==> config.mk <==
export PLATFORM = sky130hd
export DESIGN_NAME = pib_priority_interrupt_bus_share
export DESIGN_NICKNAME = d
export VERILOG_FILES = /design/src/verilog/pib_pkg.sv /design/src/verilog/pib_priority_interrupt_bus_share.sv /design/src/verilog/pib_sync.sv
export SDC_FILE = /design/constraint.sdc
export NUM_CORES = 1
export LEC_CHECK = 0
export BUFFER_PORTS_ARGS = -buffer_cell sky130_fd_sc_hd__buf_2
export CAP_MARGIN = 20
export CELL_PAD_IN_SITES_DETAIL_PLACEMENT = 1
export CELL_PAD_IN_SITES_GLOBAL_PLACEMENT = 1
export CORE_MARGIN = 3
export CORE_UTILIZATION = 35
export CTS_CLUSTER_DIAMETER = 120
export DETAILED_ROUTE_END_ITERATION = 6
export MAX_ROUTING_LAYER = met4
export PLACE_DENSITY = 0.76
export SETUP_SLACK_MARGIN = 0.5
export SLEW_MARGIN = 20
export SYNTH_ARGS = -nofsm -noshare
export SYNTH_HDL_FRONTEND = slang
export SYNTH_HIERARCHICAL = 1
export SYNTH_SLANG_ARGS = --single-unit
==> constraint.sdc <==
create_clock -name clock -period 2 [get_ports clock]
set_input_delay 0.2 -clock clock [delete_from_list [all_inputs] [get_ports clock]]
set_output_delay 0.2 -clock clock [all_outputs]
set_load 0.005 [all_outputs]
==> src/verilog/pib_pkg.sv <==
package pib_pkg;

    // *********************************************************
    // Register map (byte addresses)
    // *********************************************************
    localparam logic [11:0] ADDR_CTRL   = 12'h000;
    localparam logic [11:0] ADDR_STATUS = 12'h004;
    localparam logic [11:0] ADDR_EVENT  = 12'h008;
    localparam logic [11:0] ADDR_VECTOR = 12'h00c;
    localparam logic [11:0] ADDR_FIELDS = 12'h010;

    // *********************************************************
    // Field positions
    // *********************************************************
    // Control register
    localparam int CTRL_DMA_IEN   = 0;
    localparam int CTRL_CLK_IEN   = 1;
    localparam int CTRL_INHIBIT   = 2;
    // Event register (write one to act)
    localparam int EV_SET_COF     = 0;
    localparam int EV_SET_FWE     = 1;
    localparam int EV_SET_WOF     = 2;
    localparam int EV_CLR_FWE     = 3;
    localparam int EV_CLR_WOF     = 4;
    localparam int EV_CLR_ALL     = 5;
    // Status register
    localparam int ST_COF         = 0;
    localparam int ST_FWE         = 1;
    localparam int ST_WOF         = 2;
    localparam int ST_REQ         = 3;
    localparam int ST_INHIBIT     = 4;
    localparam int ST_DMA_SUSP    = 5;
    // Field register: buffer field and data field, three bits each
    localparam int FLD_IB         = 0;
    localparam int FLD_DF         = 3;

    // *********************************************************
    // Reset values and constants
    // *********************************************************
    localparam logic [2:0]  CTRL_RESET   = 3'h0;
    localparam logic [11:0] VECTOR_RESET = 12'h020;
    localparam logic [11:0] IRQ_ENTRY    = 12'h001;
    localparam logic [2:0]  FIELD_ZERO   = 3'h0;
    localparam logic [11:0] LOC_ZERO     = 12'h000;
    localparam int          CLK_MSB      = 11;

    // Device-select codes this device answers (instr bits 3..7)
    localparam logic [4:0] DEVICE_SELECTED_A = 5'h05;
    localparam logic [4:0] DEVICE_SELECTED_B = 5'h08;
    localparam logic [4:0] DEVICE_SELECTED_C = 5'h09;
    localparam logic [4:0] DEVICE_SELECTED_D = 5'h0b;

    typedef enum logic [1:0]
    {
        PIB_IDLE  = 2'b00,
        PIB_ARMED = 2'b01,
        PIB_VECT  = 2'b11
    } pib_vec_e;

endpackage : pib_pkg

==> src/verilog/pib_priority_interrupt_bus_share.sv <==
module pib_priority_interrupt_bus_share
    import pib_pkg::*;
(
    input  wire logic        clock,
    input  wire logic        rst,
    // APB
    input  wire logic        psel,
    input  wire logic        penable,
    input  wire logic        pwrite,
    input  wire logic [11:0] paddr,
    input  wire logic [31:0] pwdata,
    output logic      [31:0] prdata,
    output logic             pready,
    output logic             pslverr,
    // Host processor pins
    input  wire logic        io_transfer_phase,
    input  wire logic        transfer_control,
    input  wire logic [4:0]  io_dev_code,
    input  wire logic [2:0]  io_opcode,
    input  wire logic        irq_grant,
    input  wire logic        cycle_steal_grant,
    input  wire logic [11:0] mem_addr,
    input  wire logic        mem_ref,
    input  wire logic        indirect_call_phase,
    input  wire logic        field_transfer,
    input  wire logic [11:0] clock_count,
    input  wire logic        downstream_skip_irq_n,
    output logic             cycle_steal_request,
    output logic             skip_irq_line_n,
    output logic             priority_chain_out_n,
    output logic             irq_request,
    output logic      [11:0] vector_out,
    output logic             vector_oe_n,
    output logic             bus_ctrl_one_o,
    output logic             bus_ctrl_one_oe_n,
    output logic             bus_ctrl_two_o,
    output logic             bus_ctrl_two_oe_n,
    output logic      [2:0]  extended_addr_out,
    output logic             extended_addr_oe_n,
    output logic             sdma_suspend,
    output logic      [2:0]  instr_field,
    output logic      [2:0]  instr_buffer_field,
    output logic      [2:0]  data_field,
    output logic      [5:0]  saved_fields
);
    import pib_pkg::*;

    // *********************************************************
    // Pin synchronisers
    // *********************************************************
    localparam int NSYNC = 36;
    logic [NSYNC-1:0] rawPins;
    logic [NSYNC-1:0] syncPins;
    assign rawPins = {io_transfer_phase, transfer_control, io_dev_code,
                      io_opcode, irq_grant, cycle_steal_grant, mem_addr,
                      mem_ref, indirect_call_phase, field_transfer,
                      clock_count[CLK_MSB], downstream_skip_irq_n,
                      7'h00};

    pib_sync #(.W(NSYNC), .INIT(36'h0)) u_sync
    (
        .clock (clock),
        .rst   (rst),
        .din   (rawPins),
        .dout  (syncPins)
    );

    wire        ioPhase   = syncPins[35];
    wire        xferCtl   = syncPins[34];
    wire [4:0]  devCode   = syncPins[33:29];
    wire [2:0]  opcode    = syncPins[28:26];
    wire        grant     = syncPins[25];
    wire        csGrant   = syncPins[24];
    wire [11:0] memAddr   = syncPins[23:12];
    wire        memRef    = syncPins[11];
    wire        jmsInd    = syncPins[10];
    wire        ibToIf    = syncPins[9];
    wire        cntMsb    = syncPins[8];
    // Downstream pull-up: a reset value of 0 would read as a request,
    // so the chain input is qualified until the pipe has filled
    wire        dsReqRaw  = ~syncPins[7];

    // *********************************************************
    // APB decode
    // *********************************************************
    logic [2:0] ctrl;
    logic       clock_overflow_flag;
    logic       fwe;
    logic       word_count_overflow_flag;
    logic       inhibit;
    logic       cntMsbD;
    logic       syncReady;
    logic [1:0] fillCnt;
    logic [11:0] vectorBase;
    pib_vec_e   vecState;
    pib_vec_e   next_vecState;

    wire access   = psel & penable;
    wire wrEn     = access & pwrite;
    wire rdEn     = access & ~pwrite;
    wire hitCtrl  = paddr == ADDR_CTRL;
    wire hitStat  = paddr == ADDR_STATUS;
    wire hitEvent = paddr == ADDR_EVENT;
    wire hitVec   = paddr == ADDR_VECTOR;
    wire hitField = paddr == ADDR_FIELDS;
    wire mapped   = hitCtrl | hitStat | hitEvent | hitVec | hitField;
    wire evWr     = wrEn & hitEvent;

    assign pready  = 1'b1;
    assign pslverr = access & ~mapped;

    // *********************************************************
    // Host instruction decode
    // *********************************************************
    wire selected = ioPhase & ((devCode == DEVICE_SELECTED_A) | (devCode == DEVICE_SELECTED_B)
                  | (devCode == DEVICE_SELECTED_C) | (devCode == DEVICE_SELECTED_D));
    // Clock status read: select code B, opcode 5
    wire clkStatusRd = selected & xferCtl & (devCode == DEVICE_SELECTED_B)
                     & (opcode == 3'h5);
    wire clkStatusRdD;
    logic clkStatusRdQ;
    assign clkStatusRdD = clkStatusRd & ~clkStatusRdQ;
    wire skipClk  = selected & xferCtl & (devCode == DEVICE_SELECTED_B)
                  & (opcode == 3'h1);
    wire skipWof  = selected & xferCtl & (devCode == DEVICE_SELECTED_A)
                  & (opcode == 3'h1);
    wire skipTrue = (skipClk & clock_overflow_flag & ctrl[CTRL_CLK_IEN])
                  | (skipWof & word_count_overflow_flag);

    // *********************************************************
    // Flags
    // *********************************************************
    wire cofEvent = cntMsbD & ~cntMsb;
    wire setCof   = cofEvent | (evWr & pwdata[EV_SET_COF]);
    wire setFwe   = evWr & pwdata[EV_SET_FWE];
    wire setWof   = evWr & pwdata[EV_SET_WOF];
    wire clrAll   = evWr & pwdata[EV_CLR_ALL];
    // Set wins over clear
    wire next_cof = setCof | (clock_overflow_flag & ~clrAll & ~clkStatusRdD);
    wire next_fwe = setFwe | (fwe & ~clrAll & ~(evWr & pwdata[EV_CLR_FWE]));
    wire next_wof = setWof | (word_count_overflow_flag & ~clrAll & ~(evWr & pwdata[EV_CLR_WOF]));

    // Device request: enable-gated flags, clock overflow flag included
    wire devReq = (ctrl[CTRL_CLK_IEN] & clock_overflow_flag)
                | (ctrl[CTRL_DMA_IEN] & (fwe | word_count_overflow_flag));
    wire dsReq  = dsReqRaw & syncReady;
    wire anyReq = (devReq | dsReq) & ~inhibit;

    // *********************************************************
    // Chain and skip line
    // *********************************************************
    assign priority_chain_out_n = ~devReq;
    assign irq_request          = devReq;
    assign skip_irq_line_n = ~(anyReq | skipTrue);
    assign cycle_steal_request  = 1'b0;

    // *********************************************************
    // Vectoring
    // *********************************************************
    // Grant tied low never arms the vector path, requests still flow
    wire vecCycle = (vecState == PIB_ARMED) & ioPhase & grant
                  & devReq;

    always_comb
    begin
        next_vecState = vecState;
        case (vecState)
            PIB_IDLE:  if (grant) next_vecState = PIB_ARMED;
            PIB_ARMED: if (!grant) next_vecState = PIB_IDLE;
                       else if (vecCycle) next_vecState = PIB_VECT;
            PIB_VECT:  if (!ioPhase) next_vecState = PIB_IDLE;
            default:   next_vecState = PIB_IDLE;
        endcase
    end

    wire driveVec = (vecState == PIB_VECT) & ~csGrant;
    assign vector_oe_n        = ~driveVec;
    assign bus_ctrl_one_o     = 1'b0;
    assign bus_ctrl_two_o     = 1'b0;
    assign bus_ctrl_one_oe_n  = ~driveVec;
    assign bus_ctrl_two_oe_n  = ~driveVec;
    assign extended_addr_oe_n = csGrant;
    assign extended_addr_out  = instr_field;

    // Location-zero reference or indirect call phase
    wire next_susp = (memRef & (memAddr == LOC_ZERO))
                   | jmsInd;

    wire grantRise;
    logic grantD;
    assign grantRise = grant & ~grantD;

    // *********************************************************
    // Registers
    // *********************************************************
    always_ff @(posedge clock)
    begin
        if (rst)
        begin
            ctrl         <= CTRL_RESET;
            clock_overflow_flag          <= 1'b0;
            fwe          <= 1'b0;
            word_count_overflow_flag          <= 1'b0;
            inhibit      <= 1'b0;
            cntMsbD      <= 1'b0;
            clkStatusRdQ <= 1'b0;
            fillCnt      <= 2'h0;
            syncReady    <= 1'b0;
            vecState     <= PIB_IDLE;
            vectorBase   <= VECTOR_RESET;
            vector_out   <= VECTOR_RESET;
            sdma_suspend <= 1'b0;
            grantD       <= 1'b0;
        end
        else
        begin
            if (wrEn && hitCtrl)
                ctrl <= pwdata[2:0];
            if (wrEn && hitVec)
                vectorBase <= pwdata[11:0];
            clock_overflow_flag          <= next_cof;
            fwe          <= next_fwe;
            word_count_overflow_flag          <= next_wof;
            cntMsbD      <= cntMsb;
            clkStatusRdQ <= clkStatusRd;
            fillCnt      <= (fillCnt == 2'h3) ? fillCnt : fillCnt + 2'h1;
            syncReady    <= fillCnt == 2'h3;
            vecState     <= next_vecState;
            // Software sets inhibit; a field transfer clears it
            if (ibToIf)
                inhibit <= 1'b0;
            else if (wrEn && hitCtrl)
                inhibit <= pwdata[CTRL_INHIBIT];
            if (vecCycle)
                vector_out <= {vectorBase[11:1], ~clock_overflow_flag};
            sdma_suspend <= next_susp;
            grantD       <= grant;
        end
    end

    // *********************************************************
    // Memory fields
    // *********************************************************
    always_ff @(posedge clock)
    begin
        if (rst)
        begin
            instr_field        <= FIELD_ZERO;
            instr_buffer_field <= FIELD_ZERO;
            data_field         <= FIELD_ZERO;
            saved_fields       <= 6'h00;
        end
        else if (grantRise)
        begin
            saved_fields       <= {instr_buffer_field, data_field};
            instr_field        <= FIELD_ZERO;
            instr_buffer_field <= FIELD_ZERO;
            data_field         <= FIELD_ZERO;
        end
        else
        begin
            // A field write landing on a grant edge is lost: the grant wins
            if (wrEn && hitField)
            begin
                instr_buffer_field <= pwdata[FLD_IB +: 3];
                data_field         <= pwdata[FLD_DF +: 3];
            end
            if (ibToIf)
                instr_field <= instr_buffer_field;
        end
    end

    // *********************************************************
    // Read mux
    // *********************************************************
    wire [31:0] statusWord = {26'h0, sdma_suspend, inhibit, devReq,
                              word_count_overflow_flag, fwe, clock_overflow_flag};
    assign prdata = !rdEn    ? 32'h0 :
                    hitCtrl  ? {29'h0, inhibit, ctrl[1:0]} :
                    hitStat  ? statusWord :
                    hitVec   ? {20'h0, vectorBase} :
                    hitField ? {26'h0, data_field, instr_buffer_field} :
                    32'h0;
endmodule : pib_priority_interrupt_bus_share

==> src/verilog/pib_sync.sv <==
module pib_sync
#(
    parameter int         W    = 1,
    parameter logic [W-1:0] INIT = '0
)
(
    input  wire logic         clock,
    input  wire logic         rst,
    input  wire logic [W-1:0] din,
    output logic      [W-1:0] dout
);
    logic [W-1:0] stage1;

    // Stage one feeds only stage two
    always_ff @(posedge clock)
    begin
        if (rst)
        begin
            stage1 <= INIT;
            dout   <= INIT;
        end
        else
        begin
            stage1 <= din;
            dout   <= stage1;
        end
    end
endmodule : pib_sync
* After elaboration in Yosys (flattened, before gate mapping) *
Index checks and enable logic that the tools add are counted.

operators by class
  eq/ne operators = 16
  divide/modulo/power cells = 0
  mux-type cells = 10
  bitwise logic cells = 72
  add/sub/neg operators = 1
  shifts and indexed selects = 0
  multiply operators = 0
  reductions and logical operators = 9
  magnitude comparators = 0

operators with widths
  cell                 count
  $mux 12              4
  $and 1x1->1          39
  $eq 12x4->1 const B  2
  $logic_not 12->1     2
  $or 1x1->1           17
  $not 1->1            16
  $eq 5x4->1 const B   3
  $eq 12x3->1 const B  1
  $eq 12x5->1 const B  1
  $mux 2               4
  $mux 6               1
  $pmux 2 s3           1
  $eq 5x3->1 const B   1
  $eq 2x2->1 const B   2
  $reduce_or 2->1      2
  $eq 3x1->1 const B   1
  $eq 3x3->1 const B   1
  $logic_and 1x1->1    3
  $ne 3x3->1 const B   1
  $reduce_and 3->1     1
  $add 2x1->2 const B  1
  $eq 2x1->1 const B   1
  $logic_not 2->1      1
  $ne 2x1->1 const B   1
  $ne 2x2->1 const B   1

storage, ports and cells
  output and inout port bits = 75
  bits in registers = 126
  memory bits (writable) = 0
  bits in latches = 0
  memories kept = 0
  memory bits (read-only) = 0

* Longest topological paths before layout *
Gate-level depths: netlist of the first run.

  depth after elaboration = 13
  gate-level depth with buffers = 6
  depth with buffers taken out = 4

* By module *
Netlist of the first run, hierarchy kept.

by module, submodules not included
  module                            cells each  area each (um2)  instances  seq. area each (um2)
  pib_priority_interrupt_bus_share  317         2,728.9          1          1,081.0
  pib_sync                          152         1,981.9          1          1,441.4

* Worst setup path after synthesis of the first run *
Ideal clock, no wire load.

  path type = register -> register
  start = register word_count_overflow_flag
  end = register vector_out[10]
  data required time = 1.872 ns
  setup slack = 0.476 ns
  cell stages (with the launch flop) = 6
  data arrival time = 1.397 ns
  clock period less this slack = 1.524 ns
  path through = dfxtp_1 o21ai_1 a2111oi_4 buf_6 mux2i_1 nor2_1

between the ends
  word-level cells in the longest chain between the ends = 4

RTL lines
  what                    line                                     source
  from (decl)             pib_priority_interrupt_bus_share.sv:89   logic word_count_overflow_flag;
  from (signal assigned)  pib_priority_interrupt_bus_share.sv:223  word_count_overflow_flag <= next_wof;
  $or 1x1->1              pib_priority_interrupt_bus_share.sv:145  | (ctrl[CTRL_DMA_IEN] & (fwe | word_count_overflow_flag));
  $and 1x1->1             pib_priority_interrupt_bus_share.sv:145
  $or 1x1->1              pib_priority_interrupt_bus_share.sv:145
  $and 1x1->1             pib_priority_interrupt_bus_share.sv:162  & devReq;
  to (signal assigned)    pib_priority_interrupt_bus_share.sv:235  vector_out <= {vectorBase[11:1], ~clock_overflow_flag};
  to (decl)               pib_priority_interrupt_bus_share.sv:32   output logic [11:0] vector_out,

Every way passes these cells.
A chain may end at the register's enable or synchronous reset.

* Worst setup path in the final report of the first run *
  start = register word_count_overflow_flag
  end = output prdata[3]

between the ends
  word-level cells in the longest chain between the ends = 6

RTL lines
  what         line                                     source
  $or 1x1->1   pib_priority_interrupt_bus_share.sv:145
  $and 1x1->1  pib_priority_interrupt_bus_share.sv:145
  $or 1x1->1   pib_priority_interrupt_bus_share.sv:145
  $mux 12      pib_priority_interrupt_bus_share.sv:280  hitStat ? statusWord :
  $mux 12      pib_priority_interrupt_bus_share.sv:279  hitCtrl ? {29'h0, inhibit, ctrl[1:0]} :
  $mux 12      pib_priority_interrupt_bus_share.sv:278  assign prdata = !rdEn ? 32'h0 :
  to (decl)    pib_priority_interrupt_bus_share.sv:12   output logic [31:0] prdata,

Every way passes these cells.

==> results.tsv, run 1 <==
metric	value	unit
setup violators final	0	
Inserted Clock Buffers	9	
fraction of layout cells with a size suffix above 1	0.341	
global route total overflow	0	
root buf cell	clkbuf_16	
instance count on the critical path	5	
Sequential cell area	0.00227	sq mm
total of max-cap violations	0	
Ports	164	
worst setup path endpoint	prdata[3]	
Max VDD drop	373	uV
DIE WIDTH	117	um
Post-DP HPWL	7740	um
drt pass-1 iters	7	
Final Hold Fails	0	
startpoint types	flip-flop	
CTS clk-pin slew, worst paths	0.08	ns
post-route cell area	0.00554	sq mm
IO buf count	108	
ANT nets after route	0	
Worst path top cell family by delay	compound AO/OA/AOI/OAI gates	
Worst Path Required	1.80	ns
Initial DRC Count	180	
Nets	648	
violated checks	DRC	
skew final	0.00664	ns
warnings from Yosys	6	
maximum clock insertion buffer count	2	
Mapped Cells	441	
hold_buf cts	0	
WS Path Type	reg2out	
gp weighted congestion	0.855	
multi-input logic area	0.00186	sq mm
R2R Setup Slk	0.38	ns
area post-placement	0.00485	sq mm
post-route setup TNS	0	ns
vias in the first global route	3387	
Final period util	0.887	
reg2reg start	word_count_overflow_flag	
Rows	40	
core box area	0.0121	sq mm
largest fanout on the critical path	3	
sw frac	0.250	
syn_area_per_cell	9.85	sq um
endpoint class of the critical path	output port	
CTS tree	built	
initial antenna violation count	0	
cell area after synthesis	0.00434	sq mm
RSZ-0062 raised after global routing	yes	
CP max stage cell	dfxtp_4	
Sw Pwr	0.00111	W
most frequent cells in the layout	dfxtp_1 (105), buf_2 (94), nor2b_1 (62), nor2_1 (35), buf_4 (27)	
# placed instances	696	
largest net degree at the start of global routing	39	
H-tree levels	3	
worst hold-check path type	in2reg	
Final Util	0.459	
FF-to-FF path depth	6	
ANT cells	0	
R2R Path End	vector_out[9]	
Pins Over Slew Limit	0	
fmax	0.564	GHz
die height	117	um
Sink Count	112	
Total Routed Length	11000	um
starting density of the core	0.360	
Fill cells	1411	
min Tclk post-route	1.77	ns
worst skew pair latency	0.35	ns
Internal	0.00333	W
Min Hold Slack	0.0518	ns
crit path from	word_count_overflow_flag	
clock share of power	0.415	
Crit path largest cell delay	0.36	ns
Slew HR	0.548	
mean routed wirelength per cell	15.0	um
Gate power share	0.063	
first-pass GRT wire length	17300	um
buffers plus inverters on the worst setup path	1	
Crit path arrival time	1.57	ns
Sequential Power Share	0.522	
die area	0.0138	sq mm
critical-path cell list	o21ai_4 > nand2_2 > a222oi_1 > nor2_1 > buf_2	
worst slew pin tran	0.669	ns
Post-Layout Cell Count	731	
Tot GR Track Use	0.160	
Layout Area Growth over Synthesis	27.5	%
leading cell type in the layout, fill and taps excluded	dfxtp_1	
Via density	4.59	
status	finished with violations	
via count	3354	
Pwr Density	801	mW/mm^2
Leak	2.36	nW
DRC	1	
## what timing repair did
| item | 4_1_cts | 5_1_grt |
|---|---|---|
| gates resized for setup | 42 | 22 |
| gates cloned | 1 | 0 |
| pin swaps | 16 | 8 |
| buffers inserted | 14 | 4 |
| endpoints found under the setup margin | 27 | 27 |
## power groups by stage
stage | sequential [W] | combinational, W | clock, W
final | 0.00231 | 0.000281 | 0.00184
after global routing | 0.00232 | 0.000310 | 0.00200
after CTS | 0.00231 | 0.000272 | 0.00190
after detailed placement | 0.00237 | 0.000255 | 0
after global placement | 0.00237 | 0.000244 | 0
after floorplan | 0.00236 | 0.000198 | 0
## state kept, by name, summed over array words and instances, names as in the netlist, 3 cells and up
name and count:
instr_buffer_field 3, vectorBase 12, u_sync/stage1 29, data_field 3
u_sync/dout 29, vector_out 12, saved_fields 6, extended_addr_out 3
## metal layers
| metal | vias to the layer above | GRT usage | part of all wire |
|---|---|---|---|
| met5 | - | - | 0 |
| met4 | 0 | 0.0535 | 0.015 |
| met3 | 10 | 0.0410 | 0.054 |
| met2 | 103 | 0.259 | 0.48 |
| met1 | 1581 | 0.195 | 0.45 |
| li1 | 1660 | - | - |
## final cells by class
cell class | count | area share
clock buffer | 9 | 0.0407
inverter | 6 | 0.00452
clock inverter | 7 | 0.0167
tap | 168 | 0.0380
sequential | 112 | 0.409
timing repair buffer | 137 | 0.154
multi-input combinational | 292 | 0.337
## how the worst min path moves through the flow
stage | slack (ns) | cells after the start | startpoint | end
final | 0.05 | 2 | indirect_call_phase | u_sync/stage1[10]
after global routing | 0.04 | 2 | cycle_steal_grant | u_sync/stage1[24]
after CTS | 0.04 | 2 | indirect_call_phase | u_sync/stage1[10]
after detailed placement | 0.42 | 2 | io_dev_code[4] | u_sync/stage1[33]
after global placement | 0.41 | 2 | cycle_steal_grant | u_sync/stage1[24]
after floorplan | 0.33 | 1 | downstream_skip_irq_n | u_sync/stage1[7]
## metrics by stage
| stage | setup slack [ns] | total power (W) |
|---|---|---|
| 2_1_floorplan | 0.507 | 0.00256 |
| 3_3_place_gp | 0.265 | 0.00261 |
| 3_5_place_dp | 0.241 | 0.00263 |
| 4_1_cts | 0.270 | 0.00448 |
| 5_1_grt | 0.129 | 0.00463 |
| 6_report | 0.226 | 0.00443 |
Power figures use the tool's default switching activity.
==> inputs of run 2 (changes only) <==
- ABC_AREA: not set -> 1
- PLACE_DENSITY: 0.76 -> 0.79
==> results.tsv, run 2 <==
metric	value	unit	change
status	complete, no violations		was finished with violations
gp weighted congestion	0.859		was 0.855
Pins Over Slew Limit	0		unchanged
maximum clock insertion buffer count	2		unchanged
worst slew pin tran	0.639	ns	was 0.669 ns
Via density	4.48		was 4.59
ANT nets after route	0		unchanged
Layout Area Growth over Synthesis	30.7	%	was 27.5%
total power draw	0.00440	W	was 0.00443 W
setup violators final	0		unchanged
Final Hold Fails	0		unchanged
die height	119	um	was 117 um
Max VDD drop	579	uV	was 373 uV
min Tclk post-route	1.64	ns	was 1.77 ns
via count	3876		was 3,354
reg2reg start	u_sync/dout[33]		was word_count_overflow_flag
starting density of the core	0.366		was 0.360
ANT cells	0		unchanged
IO buf count	108		unchanged
Initial DRC Count	137		was 180
post-route setup TNS	0	ns	unchanged
Sink Count	112		unchanged
CTS clk-pin slew, worst paths	0.07	ns	was 0.08 ns
Tot GR Track Use	0.176		was 0.160
CP max stage cell	nor2_4		was dfxtp_4
Max Used Layer	met4		unchanged
Crit path largest cell delay	0.18	ns	was 0.36 ns
worst skew pair latency	0.36	ns	was 0.35 ns
syn_area_per_cell	7.93	sq um	was 9.85 sq um
first-pass GRT wire length	19400	um	was 17,300 um
WS Path Type	in2out		was reg2out
endpoint class of the critical path	output port		unchanged
core box area	0.0123	sq mm	was 0.0121 sq mm
Slew HR	0.573		was 0.548
CTS tree	built		unchanged
root buf cell	clkbuf_16		unchanged
Metal-1 WL	5210	um	was 4980 um
fraction of layout cells with a size suffix above 1	0.352		was 0.341
global route total overflow	0		unchanged
Rows	40		unchanged
skew final	0.00835	ns	was 0.00664 ns
Crit path arrival time	1.44	ns	was 1.57 ns
vias in the first global route	3936		was 3,387
fmax	0.609	GHz	was 0.564 GHz
Nets	782		was 648
leading cell type in the layout, fill and taps excluded	dfxtp_1		unchanged
Ports	164		unchanged
mean routed wirelength per cell	14.5	um	was 15.0 um
largest registers	u_sync/dout x29, u_sync/stage1 x29		unchanged
Post-DP HPWL	8800	um	was 7740 um
die area	0.0142	sq mm	was 0.0138 sq mm
initial antenna violation count	0		unchanged
detailed-routed wire length on met2	6520	um	was 5250 um
total of max-cap violations	0		unchanged
crit path from	paddr[10]		was word_count_overflow_flag
H-tree levels	3		unchanged
met3 WL	553	um	was 593 um
Inserted Clock Buffers	9		unchanged
largest fanout on the critical path	5		was 3
critical-path cell list	buf_2 > nor2_4 > nand2_4 > nor2_4 > buf_12 > nand2_8 > o21ai_2 > nor2_1 > nor2_1 > buf_2		was o21ai_4 > nand2_2 > a222oi_1 > nor2_1 > buf_2
RSZ-0062 raised after global routing	yes		unchanged
HP Start	field_transfer		was indirect_call_phase
worst hold-check path type	in2reg		unchanged
DRC	0		was 1
warnings from Yosys	6		unchanged
drt pass-1 iters	4		was 7
Mapped Cells	566		was 441
DIE WIDTH	119	um	was 117 um
cell area after synthesis	0.00449	sq mm	was 0.00434 sq mm
Total Routed Length	12500	um	was 11,000 um
Fill cells	1553		was 1,411
Final period util	0.821		was 0.887
most frequent cells in the layout	dfxtp_1 (103), buf_2 (102), inv_1 (100), nor2_1 (94), nand2_1 (36)		was dfxtp_1 (105), buf_2 (94), nor2b_1 (62), nor2_1 (35), buf_4 (27)
Pwr Density	751	mW/mm^2	was 801 mW/mm^2
Leak	2.75	nW	was 2.36 nW
Worst Path Required	1.80	ns	about the same
startpoint types	input pin		was flip-flop
largest net degree at the start of global routing	39		unchanged
[run 2: final cells by class]
class	instances	area, sq um	area share
Clock buffer	9	225	0.0384
Clock inverter	7	63.8	0.0109
Inverter	109	412	0.0702
Multi-Input combinational cell	320	1790	0.305
Sequential cell	112	2260	0.385
Tap cell	168	210	0.0358
Timing Repair Buffer	140	903	0.154
[run 2: final timing paths]
path	slack [ns]	end	cells after the start
max	0.36	prdata[4]	10
min	0.04	u_sync/stage1[9]	3
max reg2reg	0.55	clock_overflow_flag	10
min reg2reg	0.40	u_sync/dout[33]	2
[run 2: worst max-delay path: cells and delay by family]
family	cells	cell delay (ns)
and+or+nand+nor	6	0.65
buffers and inverters	3	0.43
AOI/OAI and AO/OA	1	0.14
[run 2: routing by layer]
layer	vias up	track usage
li1	1934	-
met3	17	0.0318
met4	0	0.0717
met5	-	-
met2	97	0.310
met1	1828	0.195
[run 2: per-stage QoR]
| step | instances | worst slack [ns] | hold WS, ns | area, sq um | util |
|---|---|---|---|---|---|
| 6_report | 865 | 0.357 | 0.0425 | 5870 | 0.478 |
| 5_1_grt | 865 | 0.295 | 0.0390 | 5870 | 0.478 |
| 2_1_floorplan | 588 | 0.698 | 0.269 | 4570 | - |
| 3_5_place_dp | 822 | 0.219 | 0.398 | 4990 | 0.407 |
| 3_3_place_gp | 822 | 0.240 | 0.392 | 4990 | 0.407 |
| 4_1_cts | 857 | 0.417 | 0.0307 | 5600 | 0.457 |
[run 2: where the power goes]
part / internal, W / switching [W]
clock network: 0.000874 / 0.000867
logic: 0.000130 / 0.000198
registers: 0.00230 / 0.0000314
[run 2: what timing repair did]
item | CTS | global route
resized for setup | 42 | 47
cloned | 1 | 2
hold buffers | 0 | 0
setup endpoints to repair | 17 | 30
buffers inserted | 18 | 6
hold endpoints to repair | 0 | 0
pin swaps | 18 | 19
